===== config.mk =====
export PLATFORM = sky130hd
export DESIGN_NAME = fdcc_top
export DESIGN_NICKNAME = d
export VERILOG_FILES = /design/src/rtl/fdcc_pkg.sv /design/src/rtl/fdcc_timer.sv /design/src/rtl/fdcc_top.sv
export SDC_FILE = /design/constraint.sdc
export NUM_CORES = 1
export LEC_CHECK = 0
export BUFFER_PORTS_ARGS = -buffer_cell sky130_fd_sc_hd__buf_4
export CORE_MARGIN = 2
export CORE_UTILIZATION = 43
export CTS_CLUSTER_DIAMETER = 120
export DETAILED_ROUTE_END_ITERATION = 16
export PLACE_DENSITY = 0.7
export RECOVER_POWER = 100
export SKIP_CTS_REPAIR_TIMING = 1
export SLEW_MARGIN = 15
export SYNTH_ARGS = -nofsm -noshare
export SYNTH_HDL_FRONTEND = slang
export SYNTH_SLANG_ARGS = --single-unit

===== constraint.sdc =====
create_clock -name CLK -period 2.8 [get_ports CLK]
set_input_delay 0.56 -clock CLK [delete_from_list [all_inputs] [get_ports CLK]]
set_output_delay 0.56 -clock CLK [all_outputs]
set_load 0.1 [all_outputs]

===== src/rtl/fdcc_pkg.sv =====
// Behaviour
// - Interrupt on result phase, seek end, transfer
// - Sense-interrupt clears interrupt, reports cause
// - Cause codes: poll 0/11, seek 1/00, 1/01
// - Side bit reads zero in sense result
// - Drive stays busy until interrupt sensed
// - Drive status answers without execution phase
// - Head unload time from code, rate scaled
// - Step spacing from step-rate code, rate scaled
// - Head load wait before transfer starts
// - DMA bypass bit selects non-DMA transfers
// - DMA request, or ready bit plus interrupt
// - Reset defaults: no seek, FIFO off, polling
// - Auto-seek before read or write when enabled
// - FIFO off means one byte per request
// - One poll interrupt after reset, head unloaded
// - Trigger level sets burst of 1..16 bytes
// - Precompensation from start track upward
// - Version returns one fixed byte
// - Relative seek steps count, direction bit
// - Only one relative seek active at once
// - Outward past track zero sets fault flag
// - Cylinder becomes old plus or minus count, by direction bit, mod 256, unless an outward seek stops at track zero
// - Seek direction from present versus target
package fdcc_pkg;

   // Register byte offsets
   localparam logic [7:0] OFS_CMD     = 8'h00;
   localparam logic [7:0] OFS_SPECIFY = 8'h04;
   localparam logic [7:0] OFS_CONFIG  = 8'h08;
   localparam logic [7:0] OFS_SEEKARG = 8'h0C;
   localparam logic [7:0] OFS_STATUS  = 8'h10;
   localparam logic [7:0] OFS_RESULT  = 8'h14;
   localparam logic [7:0] OFS_DATA    = 8'h18;
   localparam logic [7:0] OFS_RATE    = 8'h1C;
   localparam logic [7:0] OFS_CYL     = 8'h20;

   // Command codes in CMD[3:0]
   localparam logic [3:0] OP_SEEK      = 4'h1;
   localparam logic [3:0] OP_REL_SEEK  = 4'h2;
   localparam logic [3:0] OP_RECAL     = 4'h3;
   localparam logic [3:0] OP_SENSE_INT = 4'h4;
   localparam logic [3:0] OP_SENSE_DRV = 4'h5;
   localparam logic [3:0] OP_VERSION   = 4'h6;
   localparam logic [3:0] OP_XFER      = 4'h7;

   // Reset values
   localparam logic [3:0] RST_SRT     = 4'h0;
   localparam logic [3:0] RST_HUT     = 4'h0;
   localparam logic [6:0] RST_HLT     = 7'h00;
   localparam logic       RST_EIS     = 1'b0;
   localparam logic       RST_FIFO_OFF_BIT   = 1'b1;
   localparam logic       RST_POLLDIS = 1'b0;
   localparam logic [3:0] RST_THR     = 4'h0;
   localparam logic [7:0] RST_PRECOMP_START_TRACK  = 8'h00;
   localparam logic [2:0] RST_RATE    = 3'h2;

   // Primary status byte codes
   localparam logic [1:0] IC_NORMAL   = 2'h0;
   localparam logic [1:0] IC_ABNORMAL = 2'h1;
   localparam logic [1:0] IC_INVALID  = 2'h2;
   localparam logic [1:0] IC_POLL     = 2'h3;

   // Data rate codes
   localparam logic [2:0] RATE_2M   = 3'h0;
   localparam logic [2:0] RATE_1M   = 3'h1;
   localparam logic [2:0] RATE_500K = 3'h2;
   localparam logic [2:0] RATE_300K = 3'h3;
   localparam logic [2:0] RATE_250K = 3'h4;

   // Timing: one unit is 0.25 ms at 2 Mbps
   localparam int          CLK_PERIOD_NS = 25;
   localparam int          UNIT_2M_NS    = 250000;
   localparam int          UNIT_2M_CYC   = UNIT_2M_NS / CLK_PERIOD_NS;
   localparam logic [4:0]  SRT_BASE      = 5'h10;
   localparam logic [8:0]  TIME_CODE0    = 9'h100;
   localparam logic [6:0]  RECAL_MAX     = 7'h4F;

   typedef enum logic [2:0] {
      FDCC_P_IDLE,
      FDCC_P_SEEK,
      FDCC_P_HLOAD,
      FDCC_P_HWAIT,
      FDCC_P_XFER
   } fdcc_phase_t;

   typedef enum logic [1:0] {
      FDCC_M_SEEK,
      FDCC_M_REL,
      FDCC_M_RECAL,
      FDCC_M_IMPL
   } fdcc_seek_t;

endpackage


===== src/rtl/fdcc_timer.sv =====
`timescale 1ns/1ps
`default_nettype none
module fdcc_timer #(
   parameter int UW = 9,
   parameter int CW = 32
) (
   // Clock and reset
   input  wire logic          clk,
   input  wire logic          rst_n,
   // Control
   input  wire logic          start,
   input  wire logic          stop,
   input  wire logic [UW-1:0] units,
   input  wire logic [CW-1:0] unit_cyc,
   // Status
   output logic               busy,
   output logic               done
);

   typedef struct packed {
      logic [UW-1:0] left;
      logic [CW-1:0] cyc;
      logic          busy;
      logic          done;
   } fdcc_tmr_t;

   fdcc_tmr_t r;
   fdcc_tmr_t n;

   always_comb begin
      n = r;
      n.done = 1'b0;
      if (stop) begin
         n.busy = 1'b0;
      end else if (start) begin
         n.busy = 1'b1;
         n.left = units;
         n.cyc  = unit_cyc;
      end else if (r.busy) begin
         if (r.cyc > 1) begin
            n.cyc = r.cyc - 1'b1;
         end else if (r.left > 1) begin
            n.left = r.left - 1'b1;
            n.cyc  = unit_cyc;
         end else begin
            n.busy = 1'b0;
            n.done = 1'b1;
         end
      end
   end

   always_ff @(posedge clk) begin
      if (!rst_n) begin
         r <= '0;
      end else begin
         r <= n;
      end
   end

   assign busy = r.busy;
   assign done = r.done;

endmodule // fdcc_timer
`default_nettype wire


===== src/rtl/fdcc_top.sv =====
// The register addresses and the APB register port were chosen for this implementation.
`timescale 1ns/1ps
`default_nettype none
module fdcc_top #(
   parameter int          UNIT_CYC   = fdcc_pkg::UNIT_2M_CYC,
   parameter logic [7:0]  VERSION_ID = 8'h5A  // Arbitrary value
) (
   // Clock and reset
   input  wire logic        CLK,
   input  wire logic        RST_N,
   // APB slave
   input  wire logic        PSEL,
   input  wire logic        PENABLE,
   input  wire logic        PWRITE,
   input  wire logic [7:0]  PADDR,
   input  wire logic [31:0] PWDATA,
   output logic [31:0]      PRDATA,
   output logic             PREADY,
   output logic             PSLVERR,
   // Drive sense pins
   input  wire logic        TRK0,
   input  wire logic        WPROT,
   input  wire logic        READY_IN,
   input  wire logic        TWO_SIDE,
   // DMA acknowledge
   input  wire logic        XFER_ACK,
   // Host and drive outputs
   output logic             INT,
   output logic             DRQ,
   output logic             STEP,
   output logic             DIR,
   output logic             HEAD_LOAD,
   output logic             PRECOMP
);

   typedef struct packed {
      logic [31:0]          prdata;
      logic                 pready;
      logic                 pslverr;
      logic [3:0]           step_rate_time;
      logic [3:0]           head_unload_time;
      logic [6:0]           head_load_time;
      logic                 nd;
      logic                 auto_seek_enable;
      logic                 fifo_off_bit;
      logic                 poll_dis;
      logic [3:0]           thr;
      logic [7:0]           precomp_start_track;
      logic [7:0]           target;
      logic [7:0]           relcnt;
      logic                 reldir;
      logic [2:0]           rate;
      logic [7:0]           present_cylinder;
      logic [7:0]           st0;
      logic                 intr;
      logic                 busy;
      logic                 poll_done;
      logic [7:0]           res0;
      logic [7:0]           res1;
      logic                 res_valid;
      fdcc_pkg::fdcc_phase_t phase;
      fdcc_pkg::fdcc_seek_t  smode;
      logic [7:0]           steps_left;
      logic [6:0]           recal_cnt;
      logic                 step;
      logic                 dir;
      logic                 head;
      logic                 drq;
      logic                 host_transfer_ready_bit;
      logic                 precomp;
      logic                 wr_dir;
      logic [7:0]           bytes_left;
      logic [4:0]           burst_left;
      logic [3:0]           s1;
      logic [3:0]           s2;
      logic [3:0]           s3;
      logic [3:0]           sense;
   } fdcc_state_t;

   fdcc_state_t r;
   fdcc_state_t n;

   logic        step_go;
   logic        hut_go;
   logic        hut_stop;
   logic        hlt_go;
   logic        step_busy;
   logic        hut_done;
   logic        hlt_done;
   logic [31:0] unit_cyc;
   logic [8:0]  srt_units;
   logic [8:0]  hut_units;
   logic [8:0]  hlt_units;
   logic        setup;
   logic        acc_wr;
   logic        acc_rd;
   logic        xfer_evt;
   logic [7:0]  st3;
   logic [4:0]  burst;

   always_comb begin
      case (r.rate)
         fdcc_pkg::RATE_1M:   unit_cyc = 32'(UNIT_CYC * 2);
         fdcc_pkg::RATE_500K: unit_cyc = 32'(UNIT_CYC * 4);
         fdcc_pkg::RATE_300K: unit_cyc = 32'((UNIT_CYC * 20) / 3);
         fdcc_pkg::RATE_250K: unit_cyc = 32'(UNIT_CYC * 8);
         default:             unit_cyc = 32'(UNIT_CYC);
      endcase
   end

   assign srt_units = {4'h0, fdcc_pkg::SRT_BASE - {1'b0, r.step_rate_time}};
   assign hut_units = (r.head_unload_time == 4'h0) ? fdcc_pkg::TIME_CODE0 : {1'b0, r.head_unload_time, 4'h0};
   assign hlt_units = (r.head_load_time == 7'h00) ? fdcc_pkg::TIME_CODE0 : {1'b0, r.head_load_time, 1'b0};

   assign st3   = {1'b0, r.sense[1], r.sense[2], r.sense[0], r.sense[3], 3'h0};
   // Single byte bursts with FIFO off
   assign burst = r.fifo_off_bit ? 5'h01 : {1'b0, r.thr} + 5'h01;

   assign setup  = PSEL & ~PENABLE & ~r.pready;
   assign acc_wr = PSEL & PENABLE & r.pready & PWRITE;
   assign acc_rd = PSEL & PENABLE & r.pready & ~PWRITE;
   // Byte taken by DMA ack or data access
   assign xfer_evt = r.nd ? (r.host_transfer_ready_bit & (acc_wr | acc_rd) & (PADDR == fdcc_pkg::OFS_DATA))
                          : (r.drq & XFER_ACK);

   always_comb begin
      n        = r;
      step_go  = 1'b0;
      hut_go   = 1'b0;
      hut_stop = 1'b0;
      hlt_go   = 1'b0;
      n.step   = 1'b0;
      // Pins pass three flops; a level counts once stages two and three agree
      n.s1 = {TWO_SIDE, READY_IN, WPROT, TRK0};
      n.s2 = r.s1;
      n.s3 = r.s2;
      for (int i = 0; i < 4; i++) begin
         if (r.s2[i] == r.s3[i]) begin
            n.sense[i] = r.s3[i];
         end
      end

      // Read data prepared in setup, answered in access
      n.pready = setup;
      if (setup) begin
         n.pslverr = 1'b0;
         n.prdata  = 32'h0000_0000;
         case (PADDR)
            fdcc_pkg::OFS_CMD:     n.prdata = 32'h0000_0000;
            fdcc_pkg::OFS_SPECIFY: n.prdata = {15'h0000, r.nd, 1'b0, r.head_load_time, r.head_unload_time, r.step_rate_time};
            fdcc_pkg::OFS_CONFIG:  n.prdata = {16'h0000, r.precomp_start_track, r.thr, 1'b0, r.poll_dis, r.fifo_off_bit, r.auto_seek_enable};
            fdcc_pkg::OFS_SEEKARG: n.prdata = {15'h0000, r.reldir, r.relcnt, r.target};
            fdcc_pkg::OFS_STATUS:  n.prdata = {16'h0000, r.st0, 1'b0, ~r.nd, r.head, r.res_valid,
                                              (r.phase != fdcc_pkg::FDCC_P_IDLE), r.busy, r.host_transfer_ready_bit, r.intr};
            fdcc_pkg::OFS_RESULT:  n.prdata = {16'h0000, r.res1, r.res0};
            fdcc_pkg::OFS_DATA:    n.prdata = 32'h0000_0000;
            fdcc_pkg::OFS_RATE:    n.prdata = {29'h0000_0000, r.rate};
            fdcc_pkg::OFS_CYL:     n.prdata = {24'h00_0000, r.present_cylinder};
            default:               n.pslverr = 1'b1;
         endcase
      end

      // Register writes steer the engine directly
      if (acc_wr) begin
         case (PADDR)
            fdcc_pkg::OFS_SPECIFY: begin
               n.step_rate_time = PWDATA[3:0];
               n.head_unload_time = PWDATA[7:4];
               n.head_load_time = PWDATA[14:8];
               n.nd  = PWDATA[16];
            end
            fdcc_pkg::OFS_CONFIG: begin
               n.auto_seek_enable      = PWDATA[0];
               n.fifo_off_bit    = PWDATA[1];
               n.poll_dis = PWDATA[2];
               n.thr      = PWDATA[7:4];
               n.precomp_start_track   = PWDATA[15:8];
            end
            fdcc_pkg::OFS_SEEKARG: begin
               n.target = PWDATA[7:0];
               n.relcnt = PWDATA[15:8];
               n.reldir = PWDATA[16];
            end
            fdcc_pkg::OFS_RATE: n.rate = PWDATA[2:0];
            default: ;
         endcase
      end
      if (acc_rd && (PADDR == fdcc_pkg::OFS_RESULT)) begin
         n.res_valid = 1'b0;
      end

      // Command dispatch; events below may override, so a set wins a clear
      if (acc_wr && (PADDR == fdcc_pkg::OFS_CMD)) begin
         case (PWDATA[3:0])
            fdcc_pkg::OP_SENSE_INT: begin
               n.intr      = 1'b0;
               n.busy      = 1'b0;
               n.res0      = r.intr ? {r.st0[7:3], 1'b0, r.st0[1:0]} : {fdcc_pkg::IC_INVALID, 6'h00};
               n.res1      = r.present_cylinder;
               n.res_valid = 1'b1;
            end
            fdcc_pkg::OP_SENSE_DRV: begin
               n.res0      = st3;
               n.res1      = 8'h00;
               n.res_valid = 1'b1;
            end
            fdcc_pkg::OP_VERSION: begin
               n.res0      = VERSION_ID;
               n.res1      = 8'h00;
               n.res_valid = 1'b1;
            end
            fdcc_pkg::OP_SEEK, fdcc_pkg::OP_REL_SEEK, fdcc_pkg::OP_RECAL: begin
               if (r.phase == fdcc_pkg::FDCC_P_IDLE && !r.busy) begin
                  n.phase      = fdcc_pkg::FDCC_P_SEEK;
                  n.busy       = 1'b1;
                  n.steps_left = r.relcnt;
                  n.recal_cnt  = 7'h00;
                  if (PWDATA[3:0] == fdcc_pkg::OP_SEEK) begin
                     n.smode = fdcc_pkg::FDCC_M_SEEK;
                  end else if (PWDATA[3:0] == fdcc_pkg::OP_REL_SEEK) begin
                     n.smode = fdcc_pkg::FDCC_M_REL;
                  end else begin
                     n.smode = fdcc_pkg::FDCC_M_RECAL;
                     n.present_cylinder   = 8'h00;
                  end
               end
            end
            fdcc_pkg::OP_XFER: begin
               if (r.phase == fdcc_pkg::FDCC_P_IDLE && !r.busy) begin
                  n.bytes_left = PWDATA[15:8];
                  n.wr_dir     = PWDATA[16];
                  n.burst_left = 5'h00;
                  hut_stop     = 1'b1;
                  if (r.auto_seek_enable && (r.target != r.present_cylinder)) begin
                     n.phase = fdcc_pkg::FDCC_P_SEEK;
                     n.smode = fdcc_pkg::FDCC_M_IMPL;
                  end else begin
                     n.phase = fdcc_pkg::FDCC_P_HLOAD;
                  end
               end
            end
            default: ;
         endcase
      end

      case (r.phase)
         fdcc_pkg::FDCC_P_IDLE: ;
         fdcc_pkg::FDCC_P_SEEK: begin
            // First step leaves at once, so the first interval is shorter
            if (!step_busy && !r.step) begin
               case (r.smode)
                  fdcc_pkg::FDCC_M_REL: begin
                     if (r.steps_left == 8'h00) begin
                        n.phase = fdcc_pkg::FDCC_P_IDLE;
                        n.intr  = 1'b1;
                        n.st0   = {fdcc_pkg::IC_NORMAL, 6'h20};
                     end else if (!r.reldir && r.sense[0]) begin
                        n.phase = fdcc_pkg::FDCC_P_IDLE;
                        n.intr  = 1'b1;
                        n.st0   = {fdcc_pkg::IC_ABNORMAL, 6'h30};
                     end else begin
                        n.dir        = r.reldir;
                        n.step       = 1'b1;
                        step_go      = 1'b1;
                        n.steps_left = r.steps_left - 8'h01;
                        n.present_cylinder        = r.reldir ? r.present_cylinder + 8'h01 : r.present_cylinder - 8'h01;
                     end
                  end
                  fdcc_pkg::FDCC_M_RECAL: begin
                     if (r.sense[0]) begin
                        n.phase = fdcc_pkg::FDCC_P_IDLE;
                        n.intr  = 1'b1;
                        n.st0   = {fdcc_pkg::IC_NORMAL, 6'h20};
                     end else if (r.recal_cnt == fdcc_pkg::RECAL_MAX) begin
                        n.phase = fdcc_pkg::FDCC_P_IDLE;
                        n.intr  = 1'b1;
                        n.st0   = {fdcc_pkg::IC_ABNORMAL, 6'h30};
                     end else begin
                        n.dir       = 1'b0;
                        n.step      = 1'b1;
                        step_go     = 1'b1;
                        n.recal_cnt = r.recal_cnt + 7'h01;
                     end
                  end
                  default: begin
                     if (r.present_cylinder == r.target) begin
                        if (r.smode == fdcc_pkg::FDCC_M_IMPL) begin
                           n.phase = fdcc_pkg::FDCC_P_HLOAD;
                        end else begin
                           n.phase = fdcc_pkg::FDCC_P_IDLE;
                           n.intr  = 1'b1;
                           n.st0   = {fdcc_pkg::IC_NORMAL, 6'h20};
                        end
                     end else begin
                        n.dir   = (r.present_cylinder < r.target);
                        n.step  = 1'b1;
                        step_go = 1'b1;
                        n.present_cylinder   = (r.present_cylinder < r.target) ? r.present_cylinder + 8'h01 : r.present_cylinder - 8'h01;
                     end
                  end
               endcase
            end
         end
         fdcc_pkg::FDCC_P_HLOAD: begin
            if (!r.head) begin
               n.head  = 1'b1;
               hlt_go  = 1'b1;
               n.phase = fdcc_pkg::FDCC_P_HWAIT;
            end else begin
               n.phase = fdcc_pkg::FDCC_P_XFER;
            end
         end
         fdcc_pkg::FDCC_P_HWAIT: begin
            if (hlt_done) begin
               n.phase = fdcc_pkg::FDCC_P_XFER;
            end
         end
         fdcc_pkg::FDCC_P_XFER: begin
            if (r.bytes_left == 8'h00) begin
               n.phase     = fdcc_pkg::FDCC_P_IDLE;
               n.intr      = 1'b1;
               n.st0       = {fdcc_pkg::IC_NORMAL, 6'h00};
               n.res0      = {fdcc_pkg::IC_NORMAL, 6'h00};
               n.res1      = r.present_cylinder;
               n.res_valid = 1'b1;
               hut_go      = 1'b1;
            end else if (r.burst_left == 5'h00) begin
               n.burst_left = burst;
               if (r.nd) begin
                  n.host_transfer_ready_bit  = 1'b1;
                  n.intr = 1'b1;
               end else begin
                  n.drq = 1'b1;
               end
            end else if (xfer_evt) begin
               n.bytes_left = r.bytes_left - 8'h01;
               n.burst_left = r.burst_left - 5'h01;
               if (r.burst_left == 5'h01 || r.bytes_left == 8'h01) begin
                  n.burst_left = 5'h00;
                  n.drq        = 1'b0;
                  n.host_transfer_ready_bit        = 1'b0;
                  n.intr       = 1'b0;
               end
            end
         end
         default: n.phase = fdcc_pkg::FDCC_P_IDLE;
      endcase

      if (hut_done) begin
         n.head = 1'b0;
      end

      if (!r.poll_done && !r.poll_dis && !r.head && !r.intr && r.phase == fdcc_pkg::FDCC_P_IDLE) begin
         n.poll_done = 1'b1;
         n.intr      = 1'b1;
         n.st0       = {fdcc_pkg::IC_POLL, 6'h00};
      end

      n.precomp = (r.phase == fdcc_pkg::FDCC_P_XFER) && r.wr_dir && (r.present_cylinder >= r.precomp_start_track);
   end

   always_ff @(posedge CLK) begin
      if (!RST_N) begin
         r          <= '0;
         r.step_rate_time      <= fdcc_pkg::RST_SRT;
         r.head_unload_time      <= fdcc_pkg::RST_HUT;
         r.head_load_time      <= fdcc_pkg::RST_HLT;
         r.auto_seek_enable      <= fdcc_pkg::RST_EIS;
         r.fifo_off_bit    <= fdcc_pkg::RST_FIFO_OFF_BIT;
         r.poll_dis <= fdcc_pkg::RST_POLLDIS;
         r.thr      <= fdcc_pkg::RST_THR;
         r.precomp_start_track   <= fdcc_pkg::RST_PRECOMP_START_TRACK;
         r.rate     <= fdcc_pkg::RST_RATE;
         r.phase    <= fdcc_pkg::FDCC_P_IDLE;
         r.smode    <= fdcc_pkg::FDCC_M_SEEK;
      end else begin
         r <= n;
      end
   end

   fdcc_timer #(.UW(9), .CW(32)) u_step (
      .clk      (CLK),
      .rst_n    (RST_N),
      .start    (step_go),
      .stop     (1'b0),
      .units    (srt_units),
      .unit_cyc (unit_cyc),
      .busy     (step_busy),
      .done     ()
   );

   fdcc_timer #(.UW(9), .CW(32)) u_hut (
      .clk      (CLK),
      .rst_n    (RST_N),
      .start    (hut_go),
      .stop     (hut_stop),
      .units    (hut_units),
      .unit_cyc (unit_cyc),
      .busy     (),
      .done     (hut_done)
   );

   fdcc_timer #(.UW(9), .CW(32)) u_hlt (
      .clk      (CLK),
      .rst_n    (RST_N),
      .start    (hlt_go),
      .stop     (1'b0),
      .units    (hlt_units),
      .unit_cyc (unit_cyc),
      .busy     (),
      .done     (hlt_done)
   );

   assign PRDATA    = r.prdata;
   assign PREADY    = r.pready;
   assign PSLVERR   = r.pslverr;
   assign INT       = r.intr;
   assign DRQ       = r.drq;
   assign STEP      = r.step;
   assign DIR       = r.dir;
   assign HEAD_LOAD = r.head;
   assign PRECOMP   = r.precomp;

endmodule // fdcc_top
`default_nettype wire


==> results.yml <==
status:
  status: "finished with violations"
  violations: "capacitance limit, slew limit, setup timing"
sta:
  fin_setup_tns_ps: -194
  finalCritPeriodShare_pct: 102
  min_period_ps: 2860
  fmax_ghz: 0.350
  setup_slack_ps: -56.1
  slew_headroom_pct: -28.4
  maxSlewViolCount: 84
  setup_viol: 7
  rsz0062_at_grt: "true"
  hold_violations: 0
  fin_skew_ps: 11.2
  tightest_slew_ps: 1930
power:
  powerDensity_nw_per_um2: 477
  power.internal_uw: 6530
  pwr-share-clk_pct: 46.5
  switchingPower_uw: 2170
  p_leak_uw: 0.00724
  swShare_pct: 25.0
  ir_drop_uv: 461
  pwr-share-seq_pct: 47.4
  power_frac_comb_pct: 6.0
place:
  numPortBuffers: 59
  hpwl_um: 33700
  gp_congestion: 0.914
floorplanning:
  start_util_pct: 43.6
  pin_count: 90
  core_um2: 35600
  die-area_um2: 37600
  die_w_um: 194
  fp.dieH_um: 194
  rows: 69
grt:
  overflow: 0
  grt_max_degree: 134
  antenna_found_initial: 0
  grt_use_total_pct: 23.9
  grt_pass1_wl_um: 74600
  grt_pass1_vias: 14620
logic_synthesis:
  yosysTopAreaCellShare_pct: 36.9
  ys_warn_count: 0
  ys.flop_type: "dfxtp_1"
  synthArstFlopShare_pct: 0
  ys_types: 78
  yosys.area.top_type: "dfxtp_1"
  ys_ff_latch: 286
  ys_top_cells_by_area: "dfxtp_1, nand2_1, a21oi_1, nor2_1, o21ai_0"
  syn_avg_cell_area_um2: 7.78
  synth_edf_count: 0
  synth_cells: 1993
  ys_seq_area_share_pct: 36.9
  synth_area_um2: 15500
  yosysMostFrequentCell: "dfxtp_1"
  yosys-top-cells-count: "dfxtp_1, nand2_1, nor2_1, a21oi_1, o21ai_0"
routing:
  dr.pass1.iters: 6
  post_drt_wl_per_cell_um: 18.1
  via_count: 15297
  detail-route-antenna-nets: 0
  vias_per_cell: 5.90
  drtIter0Drc: 1383
  drt_wl_total_um: 46800
  drc: 0
worst_hold_path:
  whs_path_depth: 2
  hp-start: "WPROT"
  min_to: "n[9]$_SDFF_PN0_"
  worstHoldPathType: "in2reg"
layout:
  register_area_um2: 5730
  utilization_pct: 51.3
  antenna_cells: 0
  drive_gt1_share_pct: 15.6
  syn_to_final_growth_pct: 17.7
  multi_input_area_um2: 9070
  fin_nets: 2197
  n_fill_cell: 3394
clocking:
  cts_root_buffer: "clkbuf_16"
  cts_num_sinks: 286
  path_clk_slew_ps: 60
  clockBufferDepth: 3
  htreeDepth: 1
  cts-buffers-inserted: 31
  tritoncts: "yes"
  insertion_delay_ps: 570
worst_setup_path:
  critical_path_class: "reg2reg"
  r2r_slack_ps: -60
  reg2reg_to: "u_hut.r[36]$_SDFFE_PN0P_"
  cp_data_arrival_time_ps: 3290
  cp_data_required_time_ps: 3230
  ff2ff_path_depth: 9
  start_kind: "flop"
  worstSetupEndpointType: "flop"
  cp_max_fo: 4
  r2r_start: "u_hut.r[24]$_SDFFE_PN0P_"
run:
  cap_viol_max_count: 1
-- registers in the layout (all words and copies together), names as in the netlist, 8 cells and up --
signal and count:
r 125, u_hlt.r 41, u_hut.r 41, u_step.r 41, PRDATA 17, n 8
-- logic make-up after synthesis --
family | synth area share [%]
xor gates and xnor gates | 4.92
buffers and inverters | 5.88
muxes | 1.88
other | 0.0242
adders and majority gates | 3.31
DFF | 36.9
AOI/OAI and AO/OA | 21.1
and+or+nand+nor | 25.9
-- critical path, cell delays in order, from the launching register on --
cell,delay (ps)
dfxtp_2,320
or4_4,530
or3_4,390
or4_4,440
or3_4,400
a21oi_4,220
buf_4,160
buf_4,100
a21bo_2,110
a21oi_1,50
-- layer usage --
metal | track usage (%) | up-vias | part of all wire [%]
li1 | - | 7351 | -
met1 | 30.8 | 7146 | 42
met4 | 11.7 | 0 | 4.7
met5 | 0 | - | 0
met2 | 39.0 | 670 | 46
met3 | 3.65 | 130 | 7.3
-- placed cells by master (no fill, tap or decap), drive strengths merged, types with 25 or more instances in the layout --
| cell | n |
|---|---|
| a21oi | 175 |
| a22oi | 35 |
| and2 | 25 |
| buf | 209 |
| clkbuf | 43 |
| dfxtp | 286 |
| ha | 41 |
| inv | 63 |
| nand2 | 243 |
| nand3 | 48 |
| nand4 | 27 |
| nor2 | 228 |
| nor3 | 66 |
| nor4 | 43 |
| o21ai | 110 |
| or3 | 33 |
| xnor2 | 36 |
| xor2 | 51 |
-- per-stage QoR --
step	power (uW)	std cells	hold WS (ps)	setup WS (ps)	cell area, um^2
final	8700	2591	197	-56.1	18200
after global routing	8950	2591	190	-138	18200
after CTS	8740	2588	184	-82.1	18100
after detailed placement	4740	2531	389	-227	17100
after global placement	4730	2531	386	-158	17100
after floorplan	4600	2007	373	-137	15600
-- cell type report --
type | instances | area share (%)
clock buffer | 42 | 4.64
sequential | 286 | 31.4
clock inverter | 15 | 0.809
multi-input combinational | 1518 | 49.7
inverter | 59 | 1.23
tap | 461 | 3.16
timing repair buffer | 210 | 9.04
-- how the worst max path moves through the flow --
stage | from | to | slack, ps | cells after the start
after CTS | u_hut.r[24]$_SDFFE_PN0P_ | u_hut.r[41]$_SDFFE_PN0P_ | -80 | 9
after global routing | u_hut.r[24]$_SDFFE_PN0P_ | u_hut.r[40]$_SDFFE_PN0P_ | -140 | 9
after detailed placement | PADDR[5] | r[28]$_SDFF_PN0_ | -230 | 8
after global placement | PADDR[1] | r[28]$_SDFF_PN0_ | -160 | 8
after floorplan | u_hut.r[23]$_SDFFE_PN0P_ | u_hut.r[29]$_SDFFE_PN0P_ | -140 | 11
final | u_hut.r[24]$_SDFFE_PN0P_ | u_hut.r[36]$_SDFFE_PN0P_ | -60 | 9
-- power groups by stage --
stage	registers (uW)	logic [uW]	clock network [uW]
after detailed placement	4210	521	0
final	4130	525	4050
after global placement	4220	517	0
after CTS	4120	522	4090
after global routing	4130	549	4280
after floorplan	4220	374	0
Note: power is estimated with default switching activity, not from simulation.
